$ cat src/pkg/lpm_params.svh
// lpm_params.svh: signature bytes, field positions, reset values and timing counts
// assumes: included by bare name from the lpm module and its testbench
`ifndef LPM_PARAMS_SVH
`define LPM_PARAMS_SVH
// -----------------------------------------------------------------------
// signature bytes and planning register layout
// -----------------------------------------------------------------------
`define LPM_SIG_FIRST       8'h57
`define LPM_SIG_SECOND      8'ha8
`define LPM_PLAN_W          16
`define LPM_PLAN_RESET      16'h009f
`define LPM_BIT_SYS_KEEP    7
`define LPM_BIT_LARGE_RAM   4
`define LPM_BIT_EXTEND      3
`define LPM_BIT_CORE        2
`define LPM_BIT_SMALL_RAM   1
`define LPM_BIT_CLK32K      0
`define LPM_BIT_DCDC_EN     15
`define LPM_BIT_DCDC_PRE    14
// -----------------------------------------------------------------------
// timing
// -----------------------------------------------------------------------
`define LPM_CLK_MHZ         20
`define LPM_SAFE_WIN_CYC    16
`define LPM_STEP_CYC        4
`endif

$ cat src/pkg/lpm_pkg.sv
// lpm_pkg.sv: types of the low-power sequencer
// assumes: constants come from lpm_params.svh
package lpm_pkg;
   // gray codes along run -> stop -> (clocks/regulator) -> wake
   typedef enum logic [3:0] {
      LPM_RUN      = 4'b0000,
      LPM_IDLE     = 4'b0001,
      LPM_HALT     = 4'b0011,
      LPM_SLEEP    = 4'b0010,
      LPM_SHUT     = 4'b0110,
      LPM_WAKE_REG = 4'b0111,
      LPM_WAKE_CLK = 4'b0101,
      LPM_RESET    = 4'b0100
   } lpm_state_t;
endpackage

$ cat src/rtl/lpm_seq.sv
// lpm_seq.sv: low-power mode sequencer with dc-dc safe-access control
// assumes: core signals and write strobes on clk_sys_i; wake pins async
//
// Function
// - after reset, run state, core executing
// - idle: core stopped, clocks on, instant resume
// - halt stops clocks; wake restarts clocks first
// - sleep: main regulator off, low-power keeps core
// - sleep wake: regulator, then clocks, then core
// - shutdown also powers off core and extend
// - shutdown wake issues global reset, flagged
// - protected writes need both signature bytes
// - clearing both dc-dc bits gives pass-through
// - plan bits apply only in sleep, shutdown; dc-dc bits at once
`timescale 1ns/1ps
`include "lpm_params.svh"
module lpm_seq (
   input  wire logic                   clk_sys_i,
   input  wire logic                   resetn_i,
   input  wire logic                   clk_en_i,
   input  wire logic                   core_wait_i,
   input  wire logic                   core_sleep_control_i,
   input  wire logic [3:0]             wake_pins_i,
   input  wire logic                   sig_wr_i,
   input  wire logic [7:0]             sig_data_i,
   input  wire logic                   plan_wr_i,
   input  wire logic [`LPM_PLAN_W-1:0] plan_data_i,
   output logic                        core_run_o,
   output logic                        clocks_on_o,
   output logic                        main_reg_on_o,
   output logic                        ulp_reg_on_o,
   output logic                        core_pwr_o,
   output logic                        extend_pwr_o,
   output logic                        small_ram_pwr_o,
   output logic                        large_ram_pwr_o,
   output logic                        low_speed_clock_o,
   output logic                        system_supply_keep_o,
   output logic                        global_wake_reset_o,
   output logic                        reset_cause_flag_o,
   output logic                        safe_open_o,
   output logic [`LPM_PLAN_W-1:0]      power_planning_reg_o,
   output logic                        dcdc_bias_o,
   output logic                        dcdc_on_o
);
   // -----------------------------------------------------------------------
   // wake pin synchroniser
   // -----------------------------------------------------------------------
   logic [3:0] wake_s1;
   logic [3:0] wake_s2;
   logic       wake_any;
   // first stage is read only by the second stage
   always_ff @(posedge clk_sys_i or negedge resetn_i) begin
      if (!resetn_i) begin
         wake_s1 <= 4'h0;
         wake_s2 <= 4'h0;
      end else if (clk_en_i) begin
         wake_s1 <= wake_pins_i;
         wake_s2 <= wake_s1;
      end
   end
   assign wake_any = |wake_s2;

   // -----------------------------------------------------------------------
   // safe access and power planning register
   // -----------------------------------------------------------------------
   logic                   armed;
   logic [4:0]             win_cnt;
   logic [`LPM_PLAN_W-1:0] plan;
   logic                   next_armed;
   logic [4:0]             next_win_cnt;
   logic [`LPM_PLAN_W-1:0] next_plan;
   // a stray byte between the two signature bytes disarms the sequence
   always_comb begin
      next_armed   = armed;
      next_win_cnt = win_cnt;
      next_plan    = plan;
      if (win_cnt != 5'h00)
         next_win_cnt = win_cnt - 5'h01;
      if (plan_wr_i && win_cnt != 5'h00) begin
         next_plan    = plan_data_i;
         next_win_cnt = 5'h00;                           // one write per open
      end
      // a reopen in the cycle of the closing write wins over the close
      if (sig_wr_i) begin
         if (armed && sig_data_i == `LPM_SIG_SECOND) begin
            next_armed   = 1'b0;
            next_win_cnt = 5'(`LPM_SAFE_WIN_CYC);
         end else begin
            next_armed = (sig_data_i == `LPM_SIG_FIRST);
         end
      end
   end
   always_ff @(posedge clk_sys_i or negedge resetn_i) begin
      if (!resetn_i) begin
         armed   <= 1'b0;
         win_cnt <= 5'h00;
         plan    <= `LPM_PLAN_RESET;
      end else if (clk_en_i) begin
         armed   <= next_armed;
         win_cnt <= next_win_cnt;
         plan    <= next_plan;
      end
   end
   assign safe_open_o          = (win_cnt != 5'h00);
   assign power_planning_reg_o = plan;
   // dc-dc bits act at once; both low means pass-through
   assign dcdc_bias_o = plan[`LPM_BIT_DCDC_PRE];
   assign dcdc_on_o   = plan[`LPM_BIT_DCDC_EN] &
                        plan[`LPM_BIT_DCDC_PRE];

   // -----------------------------------------------------------------------
   // mode sequencer
   // -----------------------------------------------------------------------
   lpm_pkg::lpm_state_t state;
   lpm_pkg::lpm_state_t next_state;
   logic [2:0]          step;
   logic [2:0]          next_step;
   logic                cause;
   logic                next_cause;
   logic                deep_plan;
   logic                core_keep;
   assign deep_plan = ~plan[`LPM_BIT_SYS_KEEP];
   assign core_keep = plan[`LPM_BIT_CORE];
   // the wake steps use a fixed settle count, not a regulator ready input
   always_comb begin
      next_state = state;
      next_step  = step;
      next_cause = cause;
      if (step != 3'h0)
         next_step = step - 3'h1;
      unique case (state)
         lpm_pkg::LPM_RUN: begin
            if (core_wait_i) begin
               if (!core_sleep_control_i)
                  next_state = lpm_pkg::LPM_IDLE;
               else if (!deep_plan)
                  next_state = lpm_pkg::LPM_HALT;
               else if (core_keep)
                  next_state = lpm_pkg::LPM_SLEEP;
               else
                  next_state = lpm_pkg::LPM_SHUT;
            end
         end
         lpm_pkg::LPM_IDLE:
            if (wake_any)
               next_state = lpm_pkg::LPM_RUN;
         lpm_pkg::LPM_HALT:
            if (wake_any) begin
               next_state = lpm_pkg::LPM_WAKE_CLK;
               next_step  = 3'(`LPM_STEP_CYC);
            end
         lpm_pkg::LPM_SLEEP:
            if (wake_any) begin
               next_state = lpm_pkg::LPM_WAKE_REG;
               next_step  = 3'(`LPM_STEP_CYC);
            end
         lpm_pkg::LPM_SHUT:
            if (wake_any) begin
               next_state = lpm_pkg::LPM_RESET;
               next_step  = 3'(`LPM_STEP_CYC);
               next_cause = 1'b1;
            end
         lpm_pkg::LPM_WAKE_REG:
            if (step == 3'h0) begin
               next_state = lpm_pkg::LPM_WAKE_CLK;
               next_step  = 3'(`LPM_STEP_CYC);
            end
         lpm_pkg::LPM_WAKE_CLK:
            if (step == 3'h0)
               next_state = lpm_pkg::LPM_RUN;
         lpm_pkg::LPM_RESET:
            if (step == 3'h0)
               next_state = lpm_pkg::LPM_RUN;
         default: next_state = lpm_pkg::LPM_RUN;
      endcase
   end
   // the cause flag survives the global reset it reports
   always_ff @(posedge clk_sys_i or negedge resetn_i) begin
      if (!resetn_i) begin
         state <= lpm_pkg::LPM_RUN;
         step  <= 3'h0;
         cause <= 1'b0;
      end else if (clk_en_i) begin
         state <= next_state;
         step  <= next_step;
         cause <= next_cause;
      end
   end

   // -----------------------------------------------------------------------
   // power and clock outputs
   // -----------------------------------------------------------------------
   logic low_pwr;
   logic is_shut;
   assign low_pwr = (state == lpm_pkg::LPM_SLEEP) ||
                    (state == lpm_pkg::LPM_SHUT);
   assign is_shut = (state == lpm_pkg::LPM_SHUT) ||
                    (state == lpm_pkg::LPM_RESET);
   assign core_run_o    = (state == lpm_pkg::LPM_RUN);
   // clocks run again during the restart step, before the core is let go
   assign clocks_on_o   = (state == lpm_pkg::LPM_RUN) ||
                          (state == lpm_pkg::LPM_IDLE) ||
                          (state == lpm_pkg::LPM_WAKE_CLK);
   assign main_reg_on_o = !low_pwr && !is_shut;
   assign ulp_reg_on_o  = 1'b1;
   assign core_pwr_o    = !is_shut;
   assign extend_pwr_o  = is_shut ? 1'b0 :
                          (low_pwr ? plan[`LPM_BIT_EXTEND] : 1'b1);
   assign small_ram_pwr_o = low_pwr ? plan[`LPM_BIT_SMALL_RAM] : 1'b1;
   assign large_ram_pwr_o = low_pwr ? plan[`LPM_BIT_LARGE_RAM] : 1'b1;
   assign low_speed_clock_o = low_pwr ? plan[`LPM_BIT_CLK32K] : 1'b1;
   assign system_supply_keep_o = !low_pwr;
   assign global_wake_reset_o  = (state == lpm_pkg::LPM_RESET);
   assign reset_cause_flag_o   = cause;

   // -----------------------------------------------------------------------
   // assertions
   // -----------------------------------------------------------------------
   property p_idle_wake;
      @(posedge clk_sys_i) disable iff (!resetn_i)
      (clk_en_i && state == lpm_pkg::LPM_IDLE && wake_any) |=> core_run_o;
   endproperty
   a_idle_wake: assert property (p_idle_wake)
      else $error("idle did not resume at once");
   property p_sleep_order;
      @(posedge clk_sys_i) disable iff (!resetn_i)
      (state == lpm_pkg::LPM_WAKE_CLK &&
       $past(state) == lpm_pkg::LPM_WAKE_REG)
      |-> $past(main_reg_on_o) && clocks_on_o && !core_run_o;
   endproperty
   a_sleep_order: assert property (p_sleep_order)
      else $error("clocks restarted before regulator");
   property p_wake_clk_first;
      @(posedge clk_sys_i) disable iff (!resetn_i)
      $rose(core_run_o) && $past(state) == lpm_pkg::LPM_WAKE_CLK
      |-> $past(clocks_on_o);
   endproperty
   a_wake_clk_first: assert property (p_wake_clk_first)
      else $error("core released before clocks");
   property p_shut_pwr;
      @(posedge clk_sys_i) disable iff (!resetn_i)
      state == lpm_pkg::LPM_SHUT |-> !core_pwr_o && !extend_pwr_o;
   endproperty
   a_shut_pwr: assert property (p_shut_pwr)
      else $error("core powered in shutdown");
   property p_shut_reset;
      @(posedge clk_sys_i) disable iff (!resetn_i)
      (clk_en_i && state == lpm_pkg::LPM_SHUT && wake_any)
      |=> global_wake_reset_o && reset_cause_flag_o;
   endproperty
   a_shut_reset: assert property (p_shut_reset)
      else $error("shutdown wake gave no reset");
   property p_sig_open;
      @(posedge clk_sys_i) disable iff (!resetn_i)
      (clk_en_i && sig_wr_i && armed && sig_data_i == `LPM_SIG_SECOND)
      |=> safe_open_o;
   endproperty
   a_sig_open: assert property (p_sig_open)
      else $error("signature did not open access");
   property p_locked;
      @(posedge clk_sys_i) disable iff (!resetn_i)
      (plan_wr_i && !safe_open_o) |=> $stable(power_planning_reg_o);
   endproperty
   a_locked: assert property (p_locked)
      else $error("plan changed while locked");
   property p_run_plan;
      @(posedge clk_sys_i) disable iff (!resetn_i)
      core_run_o |-> system_supply_keep_o && small_ram_pwr_o
      && large_ram_pwr_o;
   endproperty
   a_run_plan: assert property (p_run_plan)
      else $error("plan applied during run");
   c_idle: cover property (@(posedge clk_sys_i)
      state == lpm_pkg::LPM_IDLE ##1 core_run_o);
   c_sleep: cover property (@(posedge clk_sys_i)
      state == lpm_pkg::LPM_WAKE_REG);
   c_shut: cover property (@(posedge clk_sys_i) global_wake_reset_o);
   c_dcdc: cover property (@(posedge clk_sys_i) dcdc_on_o);
endmodule // lpm_seq

$ cat config.mk
export PLATFORM = sky130hd
export DESIGN_NAME = lpm_seq
export DESIGN_NICKNAME = d
export VERILOG_FILES = /design/src/pkg/lpm_pkg.sv /design/src/rtl/lpm_seq.sv
export VERILOG_INCLUDE_DIRS = /design/src /design/src/pkg
export SDC_FILE = /design/constraint.sdc
export NUM_CORES = 1
export LEC_CHECK = 0
export ABC_AREA = 1
export BUFFER_PORTS_ARGS = -buffer_cell sky130_fd_sc_hd__buf_4
export CAP_MARGIN = 10
export CORE_UTILIZATION = 45
export CTS_BUF_LIST = sky130_fd_sc_hd__clkbuf_4 sky130_fd_sc_hd__clkbuf_8 sky130_fd_sc_hd__clkbuf_16
export CTS_CLUSTER_DIAMETER = 50
export CTS_CLUSTER_SIZE = 10
export DETAILED_ROUTE_END_ITERATION = 12
export PLACE_DENSITY_LB_ADDON = 0.1
export SLEW_MARGIN = 15
export SYNTH_ARGS = -nofsm -noshare
export SYNTH_HDL_FRONTEND = slang
export SYNTH_SLANG_ARGS = --single-unit
$ cat constraint.sdc
create_clock -name clk_sys_i -period 1.4 [get_ports clk_sys_i]
set_clock_uncertainty 0.2 [all_clocks]
set_input_delay 0.14 -clock clk_sys_i [delete_from_list [all_inputs] [get_ports clk_sys_i]]
set_output_delay 0.14 -clock clk_sys_i [all_outputs]
set_load 0.01 [all_outputs]
Yosys cells after proc, flatten, opt, wreduce, memory -nomap -nowiden
Index checks and enable logic that the tools add are counted.
- input port bits: 35
- bits in registers: 38
- reductions and logical operators: 20
- add/sub/neg operators: 2
- bitwise logic cells: 1
- equal/unequal tests: 16
- mux-type cells: 25
- operators by type and width (kind ; number):
    $mux 4 ; 7
    $pmux 4 s7 ; 1
    $mux 5 ; 4
    $mux 3 ; 6
    $eq 4x3->1 const B ; 4
    $ne 2x2->1 const B ; 6
    $eq 4x2->1 const B ; 2
    $eq 8x7->1 const B ; 1
    $eq 8x8->1 const B ; 1
    $reduce_and 8->1 ; 1
    $mux 1 ; 6
    $pmux 3 s2 ; 1
    $reduce_bool 5->1 ; 1
    $sub 5x1->5 const B ; 1
    $eq 4x1->1 const B ; 1
    $logic_not 4->1 ; 1
    $logic_or 1x1->1 ; 4
    $reduce_and 2->1 ; 2
    $reduce_or 4->1 ; 1
    $logic_and 1x1->1 ; 3
    $logic_not 3->1 ; 1
    $reduce_and 3->1 ; 1
    $reduce_bool 3->1 ; 1
    $reduce_or 3->1 ; 1
    other kinds (5) ; 6

Longest topological paths before layout
Gate-level depths: netlist of run 1.
- word-level depth: 5
- gate-level depth with buffers: 9
- mapped depth without buffers: 8

Worst setup path before layout of run 1
Ideal clock, no wire load.
- kind: register to register
- start point: reg win_cnt[0]
- end point: reg plan[10] (netlist: power_planning_reg_o[10])
- setup time: 0.117 ns
- stages on the path, launching flop included: 9
- setup slack: -0.132 ns
- data required time: 1.083 ns
- arrival time: 1.215 ns
- cells stage by stage: dfrtp_1 -> inv_1 -> ha_1 -> nand3_2 -> nand2_4 -> inv_6 -> buf_4 -> nand3_1 -> nand2_1
- word-level cells in the longest chain between the ends: 3
- RTL lines (item ; RTL line ; source):
    from (decl) ; lpm_seq.sv:67 ; logic [4:0] win_cnt;
    from (signal assigned) ; lpm_seq.sv:100 ; win_cnt <= next_win_cnt;
    $reduce_bool 5->1 ; -- ;
    named net safe_open_o ; lpm_seq.sv:40 ; output logic safe_open_o,
    $logic_and 1x1->1 ; lpm_seq.sv:79 ; if (plan_wr_i && win_cnt != 5'h00) begin
    $reduce_and 2->1 (no line) ; -- ;
    to (signal assigned) ; lpm_seq.sv:97 ; plan <= `LPM_PLAN_RESET;
    to (signal assigned) ; lpm_seq.sv:101 ; plan <= next_plan;
    to (decl) ; lpm_seq.sv:68 ; logic [`LPM_PLAN_W-1:0] plan;
The timed path passes the listed nets, and every way through them passes these cells.
A chain may end at the register's enable or synchronous reset.

Worst setup path after layout of run 1
- start point: reg state[0]
- end point: out small_ram_pwr_o
- word-level cells in the longest chain between the ends: 3
- elaborated cells on any way between the ends: 4
- RTL lines (item ; RTL line ; source):
    from (decl) ; lpm_seq.sv:114 ; lpm_pkg::lpm_state_t state;
    from (signal assigned) ; lpm_seq.sv:180 ; state <= lpm_pkg::LPM_RUN;
    from (signal assigned) ; lpm_seq.sv:184 ; state <= next_state;
    $eq 4x2->1 or $eq 4x3->1 (tied branches) ; lpm_seq.sv:195, lpm_seq.sv:196 ;
    $logic_or 1x1->1 * ; lpm_seq.sv:195 ; assign low_pwr = (state == lpm_pkg::LPM_SLEEP) ||
    $mux 1 * ; lpm_seq.sv:209 ; assign small_ram_pwr_o = low_pwr ? plan[`LPM_BIT_SMALL_RAM] : 1'b1;
    to (decl) ; lpm_seq.sv:34 ; output logic small_ram_pwr_o,
Mark *: on every way between the ends. The rest lies on a longest branch, timed or not.

==> results of run 1 <==
-- state kept, by name, indices dropped and copies added (netlist names) --
name and flops:
power_planning_reg_o 16, state 3, win_cnt 5, armed 1
wake_s2 4, step 3, wake_s1 4, reset_cause_flag_o 1
-- layer usage --
metal  vias to the layer above  global-route usage, %  wire length (um)
li1                       1028                      -                 -
met1                      1042                   33.7              2460
met2                        51                   50.2              3390
met3                         8                   5.50               173
met4                         0                   10.2                89
met5                         -                      0                 0
-- cell type report --
class                           count  area [um^2]  area share [%]
Multi-Input combinational cell    179         1000            30.5
Inverter                           24         97.6            2.97
Timing Repair Buffer              122         1070            32.7
Sequential cell                    37          936            28.5
Timing Repair inverter              2         12.5           0.381
Clock buffer                        8         97.6            2.97
Tap cell                           50         62.6            1.91
-- worst min path at each step --
stage | from | endpoint | slack [ps]
floorplan | resetn_i | armed$_DFFE_PN0P_ | -360
global placement | resetn_i | armed$_DFFE_PN0P_ | -70
detailed placement | resetn_i | armed$_DFFE_PN0P_ | -70
CTS | plan_wr_i | power_planning_reg_o[2]$_DFFE_PN1P_ | 8
global route | plan_wr_i | power_planning_reg_o[1]$_DFFE_PN1P_ | 10
finish | plan_wr_i | power_planning_reg_o[2]$_DFFE_PN1P_ | 10
-- cells by family after synthesis --
kind of cell,share of synthesized area (%)
fa+ha+maj,1.92
xor+xnor,1.79
simple gates,33.1
buf+inv,8.76
compound gates,6.52
other cells,0.192
flops,47.7
-- worst max-delay path, stage by stage (launching register included) --
cell     delay (ps)
dfrtp_1         430
inv_2           100
nand2_4          90
or2_4           250
buf_6           120
-- through the flow --
step / cells / instance area, um^2 / TNS (ps)
2_1_floorplan: 250 / 1980 / -101
3_3_place_gp: 372 / 2590 / -320
3_5_place_dp: 372 / 2590 / -475
4_1_cts: 423 / 3200 / -1880
5_1_grt: 422 / 3280 / -4320
6_report: 422 / 3280 / -2310
-- cell usage after synthesis --
cell	number	area (um^2)
nand2_1	83	312
dfrtp_1	31	776
nand3_1	29	145
inv_1	22	82.6
nor2_1	22	82.6
o21ai_0	9	45.0
a21oi_1	6	30.0
dfstp_2	6	158
buf_4	5	37.5
nand4_1	4	25.0
o21bai_1	4	30.0
buf_2	3	15.0
ha_1	3	37.5
or2_2	3	18.8
xor2_1	3	26.3
a21oi_2	1	8.76
buf_1	1	3.75
buf_8	1	15.0
clkbuf_2	1	5.00
conb_1	1	3.75
inv_2	1	3.75
inv_6	1	8.76
nand2_2	1	6.26
nand2_4	1	11.3
nand2_8	1	20.0
nand3_2	1	10.0
nor2_2	1	6.26
nor2b_1	1	6.26
nor3_1	1	5.00
o22ai_1	1	6.26
o31ai_1	1	7.51
xnor2_1	1	8.76
-- power by group --
part / internal (uW) / switching, uW / total [uW]
logic: 1840 / 1760 / 3600
registers: 1530 / 322 / 1850
clock network: 440 / 367 / 807
-- what timing repair did --
item / 4_1_cts / 5_1_grt
endpoints found under the hold margin: 59 / 0
endpoints found under the setup margin: 29 / 39
setup buffers: 8 / 1
cloned: 3 / 0
gates resized for setup: 39 / 25
pin swaps: 6 / 19
hold buffers: 32 / 0
==> run_results.csv, run 1 <==
group,metric,value,unit
worst_setup_path,reg2reg_depth,8,
worst_setup_path,start_kind,"flip-flop",
placed_design,io_buffer_count,64,
timing,drv_slew,0,
clock_tree,cts_tree,"yes",
worst_setup_path,crit_end,"small_ram_pwr_o",
timing,fin_crit,1610,ps
pwr,leakagePower,0.00172,uW
route,wl,6110,um
cells_and_area,final_common_cell,"nand2_1",
die,die_area,0.00462,mm^2
die,ioPinCount,66,
clock_tree,cts_inserted_buffers,5,
placed_design,place_hpwl,3250,um
worst_setup_path,cp-end-kind,"output port",
placed_design,place_congestion,0.778,
cells_and_area,antennaDiodeCount,0,
worst_setup_path,critPathLaunch,"state[0]$_DFFE_PN0P_",
route,drt_iter0_drc,147,
clock_tree,clock_sinks,37,
timing,layout_setup_ws,-214,ps
cells_and_area,finish.utilization,80.3,%
clock_tree,clk_latency,290,ps
logic_synthesis,synth_seq_cells,37,
worst_setup_path,cp_max_fo,6,
timing,hold_violations,0,
worst_setup_path,r2r-end,"win_cnt[1]$_DFFE_PN0P_",
timing,setup_violations,28,
worst_setup_path,arrival,1270,ps
route,wire_per_inst,14.5,um
global_routing,grt_first_pass_wirelength,9430,um
cells_and_area,final_cell_mix,"nand2_1, buf_4, dlygate4sd3_1",
worst_setup_path,required,1060,ps
global_routing,grtUsageTotal,28.3,%
pwr,max-vdd-ir-drop,1.07,mV
logic_synthesis,syn-mean-instance-area,7.83,um^2
timing,rsz0062_at_grt,"yes",
die,rows,23,
timing,fmax,620,MHz
logic_synthesis,synthesis.area,0.00196,mm^2
run,drv_cap,0,
route,drc,0,
global_routing,grt_antenna_before_repair,0,
die,die_h,67.9,um
route,dr.pass1.iters,4,
cells_and_area,fin_nets,409,
pwr,total_power,6260,uW
global_routing,grt_max_degree,38,
global_routing,grt_overflow,0,
die,die_w,67.9,um
logic_synthesis,syn_nets,288,
cells_and_area,syn2layout_area_growth,67.7,%
outcome,violations,"negative setup slack",
clock_tree,clk_pin_slew,70,ps
worst_hold_path,hp-class,"in2reg",
timing,period_share,115,%
route,via_per_inst,5.05,
cells_and_area,drive_gt1_share,39.8,%
logic_synthesis,ys_seq_area_share,47.7,%
cells_and_area,nFillCells,273,
clock_tree,htree_levels,2,
global_routing,grt_pass1_vias,2094,
route,vias,2129,
logic_synthesis,yosysUniqueCellTypes,32,
worst_setup_path,r2r-start,"win_cnt[0]$_DFFE_PN0P_",
die,core,0.00409,mm^2
logic_synthesis,yosys_warnings,0,
clock_tree,cts-root-buf,"clkbuf_8",
route,final_antenna_net_count,0,
pwr,power-per-cell-area,1910,mW/mm^2
worst_setup_path,r2r_setup_slack,-70,ps
placed_design,pre_cts_slack,-67.2,ps
worst_hold_path,hold_path_depth,3,
worst_setup_path,criticalPathCategory,"reg2out",
logic_synthesis,syn_inst,250,
die,initial_utilization,47.9,%
timing,fin_hold_ws,9.87,ps
clock_tree,clockBufferDepth,2,
outcome,status,"finished, violations left",
(Power assumes the default switching activity.)
==> inputs of run 2 (changes only) <==
CTS_BUF_LIST = unset   (was sky130_fd_sc_hd__clkbuf_4 sky130_fd_sc_hd__clkbuf_8 sky130_fd_sc_hd__clkbuf_16)
==> run 2 against run 1 <==
Cell count unchanged. Critical path depth rose by 1. Setup slack worse by 21 ps. Clock-buffer cell count did not move. Routed wire length rose by 17%. Non-clock buffer count down 1. Total power up 9.1%. The run still ends with negative setup slack left. Utilization up 5.0 points. Sequential power increased by 5%. Register-to-register slack got worse by 60 ps. Fmax shrank 1.3%.
==> run_results.csv, run 2 (synthesized netlist as in run 1, its figures left out) <==
group,metric,value,unit
placed_design,place_congestion,0.778,
timing,fin_crit,1630,ps
route,dr.pass1.iters,4,
worst_setup_path,arrival,1290,ps
worst_setup_path,cp_max_fo,2,
pwr,leakagePower,0.00174,uW
pwr,max-vdd-ir-drop,1.43,mV
worst_setup_path,cpMostUsedCell,"buf_6",
die,core,0.00409,mm^2
die,rows,23,
timing,rsz0062_at_grt,"yes",
timing,layout_setup_ws,-234,ps
timing,drv_slew,0,
clock_tree,cts_inserted_buffers,5,
global_routing,grt_pass1_vias,2074,
global_routing,grt_first_pass_wirelength,9500,um
global_routing,grt_max_degree,38,
cells_and_area,fin_nets,409,
worst_setup_path,crit_path_max_incr_delay,410,ps
timing,fmax,612,MHz
timing,fin_setup_tns,-3860,ps
route,final_antenna_net_count,0,
cells_and_area,fin_area,0.00349,mm^2
cells_and_area,finish.utilization,85.3,%
route,via_per_inst,5.40,
die,die_area,0.00462,mm^2
worst_setup_path,cp-end-kind,"output port",
worst_setup_path,reg2reg_depth,8,
worst_setup_path,criticalPathCategory,"reg2out",
die,initial_utilization,47.9,%
outcome,violations,"negative setup slack",
cells_and_area,final_common_cell,"buf_4",
cells_and_area,nFillCells,209,
timing,period_share,117,%
global_routing,grt_overflow,0,
cells_and_area,drive_gt1_share,48.9,%
worst_setup_path,worst_path_max_delay_cell,"dfrtp_1",
cells_and_area,syn2layout_area_growth,78.2,%
route,vias,2278,
worst_setup_path,crit_end,"safe_open_o",
worst_setup_path,critPathLaunch,"win_cnt[1]$_DFFE_PN0P_",
route,wire_per_inst,17.0,um
run,drv_cap,0,
die,die_w,67.9,um
worst_setup_path,crit_chain,"inv_2 -> ha_4 -> nand3_4 -> buf_6 -> buf_6",
pwr,total_power,6830,uW
worst_setup_path,start_kind,"flip-flop",
worst_setup_path,r2r-end,"power_planning_reg_o[13]$_DFFE_PN0P_",
clock_tree,clockBufferDepth,2,
placed_design,io_buffer_count,64,
placed_design,pre_cts_slack,-67.2,ps
route,drt_iter0_drc,243,
timing,hold_violations,0,
clock_tree,clock_sinks,37,
worst_setup_path,r2r_setup_slack,-130,ps
cells_and_area,antennaDiodeCount,0,
clock_tree,cts-root-buf,"clkbuf_8",
clock_tree,htree_levels,2,
worst_setup_path,r2r-start,"win_cnt[1]$_DFFE_PN0P_",
global_routing,grt_antenna_before_repair,0,
clock_tree,clk_pin_slew,80,ps
timing,setup_violations,36,
global_routing,grtUsageTotal,28.5,%
cells_and_area,final_cell_mix,"buf_4, nand2_1, dlygate4sd3_1",
placed_design,place_hpwl,3250,um
route,wl,7160,um
worst_setup_path,required,1060,ps
die,die_h,67.9,um
clock_tree,clk_latency,290,ps
worst_hold_path,hp-class,"in2reg",
pwr,power-per-cell-area,1960,mW/mm^2
clock_tree,cts_tree,"yes",
outcome,status,"finished, violations left",
route,drc,0,
placed_design,place_area,0.00259,mm^2
die,ioPinCount,66,
cells_and_area,largest_reg_flops,16,
==> run 2: cell count changes in the layout (fill, tap and decap cells not counted), sizes merged <==
| cell | before | now |
|---|---|---|
| inv | 26 | 25 |
| clkinv | 0 | 1 |
| dlygate4sd3 | 32 | 31 |
| nand2 | 87 | 88 |
==> run 2: layer usage <==
layer	wire (um)	vias up	GRT usage (%)
met5	0	-	0
met4	165	0	9.11
met3	336	12	5.67
met2	3930	111	49.8
met1	2730	1122	34.9
li1	-	1033	-
==> run 2: area by class of cell <==
type | count | area (um^2) | share of cell area (%)
clock buffers | 8 | 90.1 | 2.58
repair buffers | 121 | 1080 | 31.1
inverters | 24 | 103 | 2.94
multi-input cells | 180 | 1200 | 34.4
flip-flops and latches | 37 | 936 | 26.8
well taps | 50 | 62.6 | 1.79
repair inverters | 2 | 12.5 | 0.359
==> run 2: worst min-delay path by stage <==
stage / start / end / slack, ps / cells past startpoint
4_1_cts: clk_en_i / wake_s1[0]$_DFFE_PN0P_ / 0.009 / 3
3_3_place_gp: resetn_i / armed$_DFFE_PN0P_ / -70 / 1
6_report: clk_en_i / wake_s1[0]$_DFFE_PN0P_ / 20 / 3
5_1_grt: clk_en_i / wake_s1[3]$_DFFE_PN0P_ / 40 / 3
2_1_floorplan: resetn_i / armed$_DFFE_PN0P_ / -360 / 0
3_5_place_dp: resetn_i / armed$_DFFE_PN0P_ / -70 / 1
==> run 2: repair_timing <==
action / in CTS / in global routing
gates resized for setup: 39 / 75
pin swaps: 6 / 27
hold buffers: 31 / 0
hold endpoints to repair: 59 / 0
setup buffers: 8 / 3
endpoints found under the setup margin: 29 / 39
gates cloned: 3 / 1
==> run 2: through the flow <==
| step | hold slack, ps | std cells |
|---|---|---|
| global placement | -66.9 | 372 |
| global route | 40.9 | 422 |
| detailed placement | -67.9 | 372 |
| floorplan | -356 | 250 |
| finish | 18.2 | 422 |
| CTS | 0.00860 | 422 |
==> run 2: worst max-delay path, delay by kind of cell, from the launching register on <==
kind,cells,cell delay [ps]
adders and majority gates,1,140
and+or+nand+nor,1,110
buffers and inverters,3,340
DFF,1,410
==> run 2: report_power, final <==
group	total [uW]	leakage [uW]	internal (uW)	switching (uW)
sequential	1950	0.000445	1530	422
combinational	4100	0.00125	2050	2050
clock	784	0.0000455	402	382
total	6830	0.00174	3990	2850
==> inputs of run 3 (changes only) <==
--- a/constraint.sdc
+++ b/constraint.sdc
@@ -4,2 +4,2 @@
 set_output_delay 0.14 -clock clk_sys_i [all_outputs]
-set_load 0.01 [all_outputs]
+set_load 0.005 [all_outputs]
==> run 3 against run 2 <==
The run still ends with negative setup slack left. Critical endpoint is now small_ram_pwr_o. Highest routed layer unchanged. Combinational power is 5.6% lower. Non-clock buffer count up 6. Largest cell class unchanged. Clock power down 1%. Die area is the same. Routed wire length fell by 2.9%. Fmax is 0.94% higher.
==> run_results.csv, run 3 (synthesized netlist as in run 1, its figures left out) <==
group,metric,value,unit
cells_and_area,antennaDiodeCount,0,
worst_hold_path,worstHoldStart,"clk_en_i",
timing,hold_violations,0,
global_routing,grt_antenna_before_repair,0,
global_routing,grt_pass1_vias,2069,
timing,rsz0062_at_grt,"yes",
global_routing,grt_overflow,0,
clock_tree,cts_inserted_buffers,5,
clock_tree,clock_sinks,37,
placed_design,io_buffer_count,64,
timing,drv_slew,0,
route,dr.pass1.iters,5,
cells_and_area,syn2layout_area_growth,78.1,%
placed_design,place_congestion,0.771,
worst_setup_path,crit_path_max_incr_delay,430,ps
route,drt_iter0_drc,238,
die,core,0.00409,mm^2
pwr,power-per-cell-area,1860,mW/mm^2
outcome,status,"finished, violations left",
timing,period_share,116,%
clock_tree,cts_tree,"yes",
cells_and_area,drive_gt1_share,47.1,%
route,final_antenna_net_count,0,
clock_tree,clk_pin_slew,70,ps
route,drc,0,
run,drv_cap,0,
cells_and_area,fin_nets,415,
clock_tree,clockBufferDepth,2,
die,die_w,67.9,um
worst_setup_path,required,1060,ps
worst_hold_path,hold_path_depth,3,
timing,layout_setup_ws,-219,ps
outcome,violations,"negative setup slack",
global_routing,grtUsageTotal,28.2,%
placed_design,place_hpwl,3340,um
global_routing,met2_usage,48.3,%
worst_setup_path,worst_path_max_delay_cell,"dfrtp_1",
worst_setup_path,reg2reg_depth,8,
worst_setup_path,arrival,1280,ps
worst_setup_path,r2r-start,"win_cnt[1]$_DFFE_PN0P_",
cells_and_area,largest_reg_flops,16,
timing,fin_hold_ws,17.8,ps
cells_and_area,final_common_cell,"buf_4",
clock_tree,clk_latency,290,ps
cells_and_area,final_cell_mix,"buf_4, nand2_1, dfrtp_1, dlygate4sd3_1",
route,via_per_inst,5.25,
die,initial_utilization,47.9,%
worst_setup_path,cp_max_fo,6,
cells_and_area,fin_area,0.00348,mm^2
global_routing,grt_first_pass_wirelength,9370,um
global_routing,grt_busiest_layer,"met2",
timing,setup_violations,36,
route,vias,2249,
worst_setup_path,crit_chain,"inv_2 -> nand2_4 -> or2_4 -> buf_6",
pwr,max-vdd-ir-drop,1.21,mV
global_routing,met3_usage,6.33,%
placed_design,place_area,0.00259,mm^2
worst_hold_path,hp-class,"in2reg",
worst_setup_path,criticalPathCategory,"reg2out",
route,wire_per_inst,16.3,um
die,die_area,0.00462,mm^2
route,wl,6960,um
worst_setup_path,r2r-end,"power_planning_reg_o[14]$_DFFE_PN0P_",
worst_setup_path,r2r_setup_slack,-120,ps
clock_tree,cts-root-buf,"clkbuf_8",
timing,fmax,618,MHz
worst_setup_path,cp-end-kind,"output port",
die,ioPinCount,66,
die,die_h,67.9,um
placed_design,dpl.cell_count,372,
cells_and_area,instances_no_fill,428,
global_routing,grt_max_degree,38,
timing,fin_setup_tns,-3720,ps
timing,fin_crit,1620,ps
worst_setup_path,start_kind,"flip-flop",
worst_hold_path,holdPathEnd,"wake_s1[2]$_DFFE_PN0P_",
clock_tree,htree_levels,2,
pwr,leakagePower,0.00178,uW
pwr,total_power,6500,uW
die,rows,23,
global_routing,gr-usage-met1,34.2,%
-- run 3: changes by cell type in the layout (fill, tap and decap cells not counted), sizes merged --
cell,delta
dlygate4sd3,-2
buf,+6
dlymetal6s4s,+2
-- run 3: metal layers --
metal / up-vias / share of wire [%] / routed length, um
met4: 0 / 2.7 / 191
met5: - / 0 / 0
met1: 1092 / 39 / 2690
li1: 1050 / - / -
met2: 86 / 53 / 3700
met3: 21 / 5.2 / 365
-- run 3: through the flow --
step / worst slack [ps] / util, %
finish: -219 / 85.3
floorplan: 3.59 / -
detailed placement: -98.8 / 63.3
global route: -251 / 85.3
global placement: -39.7 / 63.3
CTS: -189 / 78.7
-- run 3: timing repair --
action / in CTS / in global routing
gates cloned: 3 / 1
setup endpoints to repair: 31 / 39
hold buffers: 31 / 0
gates resized for setup: 40 / 60
hold endpoints to repair: 59 / 0
pin swaps: 10 / 32
setup buffers: 11 / 4
-- run 3: where the power goes --
part	leakage, uW	internal (uW)	switching, uW
registers	0.000445	1530	323
clock network	0.0000455	402	372
logic	0.00129	2010	1860
-- run 3: layout make-up --
type | instances | area (um^2)
clock buffer | 8 | 90.1
timing repair inverter | 2 | 27.5
inverter | 24 | 103
multi-input combinational | 180 | 1140
fill | 205 | 602
sequential | 37 | 936
tap | 50 | 62.6
timing repair buffer | 127 | 1130
-- run 3: worst max path at each step --
stage / from / end
after floorplan: win_cnt[0]$_DFFE_PN0P_ / power_planning_reg_o[14]$_DFFE_PN0P_
after global placement: win_cnt[1]$_DFFE_PN0P_ / win_cnt[1]$_DFFE_PN0P_
after detailed placement: step[0]$_DFFE_PN0P_ / state[0]$_DFFE_PN0P_
after CTS: state[0]$_DFFE_PN0P_ / large_ram_pwr_o
after global routing: state[0]$_DFFE_PN0P_ / small_ram_pwr_o
final: state[0]$_DFFE_PN0P_ / small_ram_pwr_o
-- run 3: critical path, delay by kind of cell, from the launching register on --
| family | cells | cell delay [ps] |
|---|---|---|
| flops | 1 | 430 |
| buf+inv | 2 | 220 |
| simple gates | 2 | 340 |
